[src/include/cdt_pkg.sv]
package cdt_pkg;

  // ==========================================================
  // Bus and register map
  localparam int CDT_DW = 32;
  localparam int CDT_AW = 12;
  localparam logic [11:0] CDT_OFS_CTRL = 12'h000;
  localparam logic [11:0] CDT_OFS_RELOAD = 12'h004;
  localparam logic [11:0] CDT_OFS_COUNT = 12'h008;
  localparam logic [11:0] CDT_OFS_ENABLE = 12'h00c;
  localparam logic [11:0] CDT_OFS_CASCADE = 12'h010;
  localparam logic [11:0] CDT_OFS_CMPA = 12'h020;
  localparam logic [11:0] CDT_OFS_IRQ_STAT = 12'h030;
  localparam logic [11:0] CDT_OFS_IRQ_EN = 12'h034;
  localparam logic [11:0] CDT_OFS_IRQ_CLR = 12'h038;
  localparam logic [11:0] CDT_OFS_PERID = 12'hffc;
  localparam logic [31:0] CDT_RESET_WORD = 32'h0000_0000;

  // ==========================================================
  // Field positions
  localparam int CDT_BIT_ENABLE = 0;
  localparam int CDT_BIT_ACTIVE = 1;
  localparam int CDT_BIT_STOP = 2;
  localparam int CDT_BIT_IDLE = 3;
  localparam int CDT_BIT_ZIRQ = 4;
  localparam int CDT_CSD_GATE = 0;
  localparam int CDT_CSD_STOP = 1;

  // ==========================================================
  // Interrupt events
  localparam int CDT_EV_W = 2;
  localparam int CDT_EV_EXPIRY = 0;
  localparam int CDT_EV_STOP = 1;

  // ==========================================================
  // Types
  typedef struct packed {
    logic zero_interrupt_enable;
    logic idle_at_zero;
    logic stop_at_zero;
  } cdt_ctrl_t;

  typedef struct packed {
    logic stop_en;
    logic count_gate;
  } cdt_csd_t;

  typedef enum logic [1:0] {
    CDT_IDLE = 2'b00,
    CDT_ARMED = 2'b01,
    CDT_RUN = 2'b10
  } cdt_state_t;

endpackage

[src/design/cdt_irq_regs.sv]
module cdt_irq_regs #(
  parameter int W = 2
) (
  // Clock and reset
  input wire logic sys_clk,
  input wire logic rst,
  // Events
  input wire logic [W-1:0] event_set,
  // Software access
  input wire logic en_wr,
  input wire logic clr_wr,
  input wire logic [W-1:0] wdata,
  // State
  output logic [W-1:0] status,
  output logic [W-1:0] enable,
  output logic irq
);

  initial begin
    if (W < 1) begin
      $error("cdt_irq_regs: W must be at least 1");
    end
  end

  logic [W-1:0] status_nxt;

  // ==========================================================
  // Sticky status, set wins over a clear in the same cycle
  always_comb begin
    status_nxt = status & ~(clr_wr ? wdata : {W{1'b0}});
    status_nxt = status_nxt | event_set;
  end

  always_ff @(posedge sys_clk) begin
    if (rst) begin
      status <= '0;
    end else begin
      status <= status_nxt;
    end
  end

  always_ff @(posedge sys_clk) begin
    if (rst) begin
      enable <= '0;
    end else if (en_wr) begin
      enable <= wdata;
    end
  end

  assign irq = |(status & enable);

endmodule

[src/design/cdt_timer.sv]
// Overview of operation
// - Enabled channel holds a 32-bit count decrementing from reload value.
// - Count stepping from one to zero is the single expiry event.
// - On expiry channel halts or restarts, per configuration.
// - Counting needs both the timer clock running (gate open or channel active) and enable set.
// - Enable reads one when enabled, resets to zero, clearing stops counting.
// - Closing the clock gate waits until the channel is no longer active.
// - Enabled counting still obeys the cascade count condition.
// - Active sets on first clock after enabling where the count changes.
// - Started means the count changed at least once since enabling.
// - Software clearing enable clears active.
// - Reaching zero with stop-at-zero or idle-at-zero clears active.
// - Stop-trigger cascade condition clears enable and active.
// - Stop-at-zero clears enable and active when count reaches zero.
// - Idle-at-zero acts only in continuous mode, clearing only active.
// - Zero interrupt enable gives a one-cycle pulse at each expiry.
module cdt_timer
  import cdt_pkg::*;
#(
  parameter int CNT_W = 32,
  parameter logic [31:0] PERIPH_ID = 32'h0000_0a5a // Arbitrary value
) (
  // Clock and reset
  input wire logic sys_clk,
  input wire logic rst,
  // APB slave
  input wire logic psel,
  input wire logic penable,
  input wire logic pwrite,
  input wire logic [cdt_pkg::CDT_AW-1:0] paddr,
  input wire logic [cdt_pkg::CDT_DW-1:0] pwdata,
  output logic [cdt_pkg::CDT_DW-1:0] prdata,
  output logic pready,
  output logic pslverr,
  // System setup and cascade
  input wire logic timer_clock_gate,
  input wire logic count_trigger,
  input wire logic stop_trigger,
  output logic timer_clock_run,
  // Interrupts
  output logic zero_irq,
  output logic irq
);
  import cdt_pkg::*;

  initial begin
    if (CNT_W < 2 || CNT_W > CDT_DW) begin
      $error("cdt_timer: CNT_W must lie in 2..32");
    end
  end

  localparam logic [CNT_W-1:0] CNT_ZERO = '0;
  localparam logic [CNT_W-1:0] CNT_ONE = {{(CNT_W-1){1'b0}}, 1'b1};

  function automatic logic hit(input logic [CDT_AW-1:0] a,
                               input logic [CDT_AW-1:0] o);
    return a[CDT_AW-1:2] == o[CDT_AW-1:2];
  endfunction

  // ==========================================================
  // State
  logic enable_r, enable_nxt;
  cdt_state_t state_r, state_nxt;
  cdt_ctrl_t ctrl_r;
  cdt_csd_t csd_r;
  logic [CNT_W-1:0] reload_r, count_r, step_val;
  logic [CDT_DW-1:0] cmpa_r;
  logic zero_irq_r;
  logic [CDT_EV_W-1:0] irq_status, irq_enable, ev_set;

  // ==========================================================
  // Bus decode
  logic wr, wr_ctrl, wr_en_reg, wr_count, sw_en_wr, sw_en_val;
  logic setup, rd_err;
  logic [CDT_DW-1:0] rd_word;

  assign wr = psel & penable & pwrite;
  assign setup = psel & ~penable;
  assign wr_ctrl = wr & hit(paddr, CDT_OFS_CTRL);
  assign wr_en_reg = wr & hit(paddr, CDT_OFS_ENABLE);
  assign wr_count = wr & hit(paddr, CDT_OFS_COUNT);
  assign sw_en_wr = wr_ctrl | wr_en_reg;
  assign sw_en_val = pwdata[CDT_BIT_ENABLE];
  assign pready = 1'b1;

  // ==========================================================
  // Counting
  logic active, step, expiry, changed, stop_evt, halt_zero, idle_zero;

  assign active = (state_r == CDT_RUN);
  assign timer_clock_run = timer_clock_gate | active;
  assign step = timer_clock_run & enable_r &
                (~csd_r.count_gate | count_trigger);
  assign expiry = step & (count_r == CNT_ONE);
  assign halt_zero = expiry & ctrl_r.stop_at_zero;
  assign idle_zero = expiry & ~ctrl_r.stop_at_zero & ctrl_r.idle_at_zero;
  assign stop_evt = csd_r.stop_en & stop_trigger & enable_r;

  assign step_val = (count_r == CNT_ZERO) ? reload_r : count_r - CNT_ONE;
  assign changed = step & (step_val != count_r);

  always_ff @(posedge sys_clk) begin
    if (rst) begin
      count_r <= CNT_ZERO;
    end else if (wr_count) begin
      count_r <= pwdata[CNT_W-1:0];
    end else if (step) begin
      count_r <= step_val;
    end
  end

  // halt or restart; auto disable; software enable
  always_comb begin
    enable_nxt = sw_en_wr ? sw_en_val : enable_r;
    if (stop_evt | halt_zero) begin
      enable_nxt = 1'b0;
    end
  end

  always_ff @(posedge sys_clk) begin
    if (rst) begin
      enable_r <= 1'b0;
    end else begin
      enable_r <= enable_nxt;
    end
  end

  // ==========================================================
  // Enabled and active states
  always_comb begin
    state_nxt = state_r;
    case (state_r)
      CDT_IDLE: begin
        state_nxt = CDT_ARMED;
      end
      CDT_ARMED: begin
        if (changed & ~(halt_zero | idle_zero)) begin
          state_nxt = CDT_RUN;
        end
      end
      // zero with stop or idle option
      CDT_RUN: begin
        if (halt_zero | idle_zero) begin
          state_nxt = CDT_ARMED;
        end
      end
      default: begin
        state_nxt = CDT_IDLE;
      end
    endcase
    if (!enable_nxt) begin
      state_nxt = CDT_IDLE;
    end
  end

  always_ff @(posedge sys_clk) begin
    if (rst) begin
      state_r <= CDT_IDLE;
    end else begin
      state_r <= state_nxt;
    end
  end

  // ==========================================================
  // Configuration registers
  always_ff @(posedge sys_clk) begin
    if (rst) begin
      ctrl_r <= '0;
    end else if (wr_ctrl) begin
      ctrl_r.stop_at_zero <= pwdata[CDT_BIT_STOP];
      ctrl_r.idle_at_zero <= pwdata[CDT_BIT_IDLE];
      ctrl_r.zero_interrupt_enable <= pwdata[CDT_BIT_ZIRQ];
    end
  end

  always_ff @(posedge sys_clk) begin
    if (rst) begin
      csd_r <= '0;
    end else if (wr & hit(paddr, CDT_OFS_CASCADE)) begin
      csd_r <= {pwdata[CDT_CSD_STOP], pwdata[CDT_CSD_GATE]};
    end
  end

  always_ff @(posedge sys_clk) begin
    if (rst) begin
      reload_r <= CNT_ZERO;
    end else if (wr & hit(paddr, CDT_OFS_RELOAD)) begin
      reload_r <= pwdata[CNT_W-1:0];
    end
  end

  // Stored only; compare output lives elsewhere
  always_ff @(posedge sys_clk) begin
    if (rst) begin
      cmpa_r <= CDT_RESET_WORD;
    end else if (wr & hit(paddr, CDT_OFS_CMPA)) begin
      cmpa_r <= pwdata;
    end
  end

  // ==========================================================
  // Interrupts
  // one-cycle zero pulse
  always_ff @(posedge sys_clk) begin
    if (rst) begin
      zero_irq_r <= 1'b0;
    end else begin
      zero_irq_r <= expiry & ctrl_r.zero_interrupt_enable;
    end
  end
  assign zero_irq = zero_irq_r;

  always_comb begin
    ev_set = '0;
    ev_set[CDT_EV_EXPIRY] = expiry;
    ev_set[CDT_EV_STOP] = stop_evt;
  end

  cdt_irq_regs #(
    .W(CDT_EV_W)
  ) u_irq (
    .sys_clk(sys_clk),
    .rst(rst),
    .event_set(ev_set),
    .en_wr(wr & hit(paddr, CDT_OFS_IRQ_EN)),
    .clr_wr(wr & hit(paddr, CDT_OFS_IRQ_CLR)),
    .wdata(pwdata[CDT_EV_W-1:0]),
    .status(irq_status),
    .enable(irq_enable),
    .irq(irq)
  );

  // ==========================================================
  // Read path, captured in the setup cycle for zero-wait access
  always_comb begin
    rd_word = CDT_RESET_WORD;
    rd_err = 1'b0;
    if (hit(paddr, CDT_OFS_CTRL)) begin
      rd_word[CDT_BIT_ENABLE] = enable_r;
      rd_word[CDT_BIT_ACTIVE] = active;
      rd_word[CDT_BIT_STOP] = ctrl_r.stop_at_zero;
      rd_word[CDT_BIT_IDLE] = ctrl_r.idle_at_zero;
      rd_word[CDT_BIT_ZIRQ] = ctrl_r.zero_interrupt_enable;
    end else if (hit(paddr, CDT_OFS_ENABLE)) begin
      rd_word[CDT_BIT_ENABLE] = enable_r;
    end else if (hit(paddr, CDT_OFS_RELOAD)) begin
      rd_word = 32'(reload_r);
    end else if (hit(paddr, CDT_OFS_COUNT)) begin
      rd_word = 32'(count_r);
    end else if (hit(paddr, CDT_OFS_CASCADE)) begin
      rd_word[CDT_CSD_GATE] = csd_r.count_gate;
      rd_word[CDT_CSD_STOP] = csd_r.stop_en;
    end else if (hit(paddr, CDT_OFS_CMPA)) begin
      rd_word = cmpa_r;
    end else if (hit(paddr, CDT_OFS_IRQ_STAT)) begin
      rd_word = 32'(irq_status);
    end else if (hit(paddr, CDT_OFS_IRQ_EN)) begin
      rd_word = 32'(irq_enable);
    end else if (hit(paddr, CDT_OFS_IRQ_CLR)) begin
      rd_word = CDT_RESET_WORD;
    end else if (hit(paddr, CDT_OFS_PERID)) begin
      rd_word = PERIPH_ID;
    end else begin
      rd_err = 1'b1;
    end
  end

  always_ff @(posedge sys_clk) begin
    if (rst) begin
      prdata <= CDT_RESET_WORD;
      pslverr <= 1'b0;
    end else if (setup) begin
      prdata <= pwrite ? CDT_RESET_WORD : rd_word;
      pslverr <= rd_err;
    end
  end
endmodule

[config.mk]
export PLATFORM = sky130hd
export DESIGN_NAME = cdt_timer
export DESIGN_NICKNAME = d
export VERILOG_FILES = /design/src/include/cdt_pkg.sv /design/src/design/cdt_irq_regs.sv /design/src/design/cdt_timer.sv
export SDC_FILE = /design/constraint.sdc
export NUM_CORES = 1
export LEC_CHECK = 0
export ABC_AREA = 1
export BUFFER_PORTS_ARGS = -buffer_cell sky130_fd_sc_hd__buf_2
export CAP_MARGIN = 40
export CORE_MARGIN = 3
export CORE_UTILIZATION = 35
export DETAILED_ROUTE_END_ITERATION = 8
export GPL_TIMING_DRIVEN = 0
export HOLD_SLACK_MARGIN = 0.1
export PLACE_DENSITY = 0.6
export SLEW_MARGIN = 20
export SYNTH_ARGS = -nofsm -noshare
export SYNTH_HDL_FRONTEND = slang
export SYNTH_SLANG_ARGS = --single-unit
[constraint.sdc]
create_clock -name sys_clk -period 5.9 [get_ports sys_clk]
set_clock_uncertainty 0.2 [all_clocks]
set_input_delay 0.885 -clock sys_clk [delete_from_list [all_inputs] [get_ports sys_clk]]
set_output_delay 0.885 -clock sys_clk [all_outputs]
set_load 0.01 [all_outputs]
==> flow_metrics.py <==
metrics = {
    "finish": {
        "stdcell_area_mm2": 0.00930,
        "fill_cells": 2413,
        "syn2layout_area_growth_pct": 18.6,
        "drive_gt1_share_pct": 11.7,
        "final_util_pct": 42.5,
        "finalNonFillerCells": 1582,
        "final_common_cell": "nand2_1",
        "insertedDiodeCount": 0,
        "nNetsFinal": 1344,
        "most-common-layout-cells": "283 x nand2_1, 148 x inv_1, 142 x dfxtp_1",
    },
    "floorplanning": {
        "num_io_pins": 89,
        "die_area_mm2": 0.0242,
        "die_x_um": 156,
        "num_rows": 54,
        "initial_core_util_pct": 35.8,
        "placeableCoreArea_mm2": 0.0219,
        "dieHeight_um": 156,
    },
    "setup_path": {
        "path_common_cell": "inv_1",
        "start_kind": "input port",
        "cp_max_fo": 10,
        "end_kind": "register",
        "cp_slowest_cell": "clkinv_1",
        "crit_type": "input port to register",
        "cp.arrival_ps": 3230,
        "crit_chain": "buf_2 > inv_1 > nand2_1 > nor2_1 > inv_1 > nor3_1 > clkinv_1 > clkbuf_1 > o21ai_0 > nand3_1 > o211ai_1 > a21oi_1",
        "max_stage_delay_ps": 380,
        "required_ps": 5990,
        "cp_num_buf_inv": 5,
        "cp_top_family": "buffers and inverters",
    },
    "drt": {
        "vias_per_cell": 5.32,
        "ant_nets": 0,
        "drcViolationCount": 0,
        "num_vias": 8423,
        "drtPass1Iterations": 5,
        "drt_iter0_drc": 699,
        "post_drt_wl_per_cell_um": 18.4,
        "totalWireLength_um": 29100,
    },
    "grt": {
        "top_usage_layer": "met2",
        "track_usage_pct": 24.1,
        "overflow": 0,
        "use_met3_pct": 4.38,
        "grt_pass1_vias": 8045,
        "antenna_found_initial": 0,
        "grt_first_pass_wirelength_um": 45600,
        "use_met2_pct": 37.9,
        "grtUsageMet1_pct": 34.5,
        "grt_max_degree": 17,
    },
    "clocking": {
        "cts_tree": "done",
        "ctsResizeCount": 0,
        "clock_path_buffers": 2,
        "clock_sinks": 142,
        "clk_pin_slew_ps": 60,
        "htreeDepth": 4,
        "ctsHoldBuffers": 0,
        "cts_buffers": 17,
        "cts_setup_buffers": 0,
        "root_buffer": "clkbuf_16",
        "clock_latency_ps": 440,
    },
    "power_and_ir_drop": {
        "fin_total_pwr_mw": 2.32,
        "vdd_ir_drop_max_mv": 0.183,
        "cellLeakagePower_nw": 3.93,
        "powerDensity_mw_per_mm2": 250,
    },
    "logic_synthesis": {
        "yosysSeqAreaShare_pct": 36.3,
        "syn_inst": 1185,
        "synth_edf_count": 0,
        "syn_nets": 1240,
        "netlist_area_mm2": 0.00784,
        "synth_seq_cells": 142,
        "ys_types": 41,
        "syn_area_per_cell_um2": 6.61,
        "ys.flop_type": "dfxtp_1",
        "yosys_warnings": 0,
        "async_flop_share_pct": 0,
    },
    "placement": {
        "placed_area_mm2": 0.00861,
        "placed_cells": 1550,
        "io_buffers": 85,
        "place.gp.congestion": 0.959,
        "hpwl_um": 21800,
    },
    "outcome": {
        "status": "complete, no violations",
    },
    "sta": {
        "max_freq_mhz": 318,
        "setup_viol": 0,
        "slew_headroom_pct": 48.0,
        "period_needed_ps": 3140,
        "hold_viol": 0,
        "slew_viol_final": 0,
        "worstMarginPinSlew_ps": 780,
        "period_share_pct": 53.2,
        "rsz0062_at_grt": "no",
        "tns_ps": 0,
    },
    "worst_hold_path": {
        "hp-class": "register to register",
    },
    "run": {
        "max_cap_viol_count": 0,
    },
}
[power breakdown]
part	internal, mW	switching (mW)
registers	0.959	0.000274
clock network	0.818	0.454
logic	0.0262	0.0656
[registers in the layout (all words and copies together) (netlist names), 3 cells and up]
register	flops
reload_r	32
prdata	32
cmpa_r	32
ctrl_r	3
count_r	32
[layer usage]
metal  vias to the layer above  wire length [um]
li1                       4184                 -
met1                      3946             13800
met3                        28              1940
met4                         0               364
met2                       265             13000
met5                         -                 0
[through the flow]
step / setup slack (ps) / hold slack (ps)
floorplan: 3170 / 220
global placement: 2430 / 233
detailed placement: 2330 / 237
CTS: 2780 / 247
global route: 2450 / 261
finish: 2760 / 245
[worst register-to-register path: stages (launching register included)]
cell,delay [ps]
dfxtp_1,330
inv_1,210
ha_1,260
nand2_1,150
nor2_2,380
nand2_1,140
nand2_1,80
nand3_1,90
a31oi_1,360
nand3_1,140
nor2_1,180
nand2_1,130
o21bai_2,160
nand2_1,80
a21oi_2,100
[path summary, 6_finish.rpt]
check             startpoint    endpoint  slack [ps]  cells after the start
setup reg to reg  count_r[0]  state_r[0]        2830                     14
hold reg to reg    cmpa_r[4]   cmpa_r[4]         250                      2
setup / recovery   paddr[10]   prdata[4]        2760                     12
hold / removal     cmpa_r[4]   cmpa_r[4]         250                      2
[cell families (layout without fill, tap and decap cells)]
| kind of cell | count (synthesis) | after routing | synth area share (%) |
|---|---|---|---|
| and+or+nand+nor | 478 | 478 | 25.6 |
| AOI/OAI and AO/OA | 333 | 333 | 25.5 |
| buffers and inverters | 217 | 334 | 10.9 |
| DFF | 142 | 142 | 36.3 |
| xor gates and xnor gates | 10 | 10 | 1.12 |
| adders and majority gates | 3 | 3 | 0.479 |
| other | 1 | 1 | 0.0478 |
| muxes | 1 | 1 | 0.128 |
[cells in the mapped netlist (all sizes together), types with 6 or more instances]
cell / instances / area share, %
nor4: 6 / 0.48
clkbuf: 45 / 2.2
a31oi: 26 / 2.1
inv: 152 / 7.3
o211ai: 56 / 5.4
buf: 17 / 1.3
dfxtp: 142 / 36
nor2: 98 / 5.4
nand3: 69 / 4.5
o221ai: 30 / 3.4
a21oi: 109 / 7.0
nand4: 6 / 0.48
nand2: 286 / 14
nor3: 11 / 0.77
xor2: 10 / 1.1
o21ai: 100 / 6.4
[final cells by class]
cell class / count / area [um2] / share of cell area [%]
repair buffers: 85 / 425 / 4.57
well taps: 280 / 350 / 3.77
plain buffers: 62 / 272 / 2.92
flip-flops and latches: 142 / 2840 / 30.6
clock buffers: 19 / 453 / 4.87
clock inverters: 13 / 233 / 2.50
multi-input cells: 826 / 4140 / 44.5
inverters: 155 / 582 / 6.26
(Power assumes the default switching activity.)
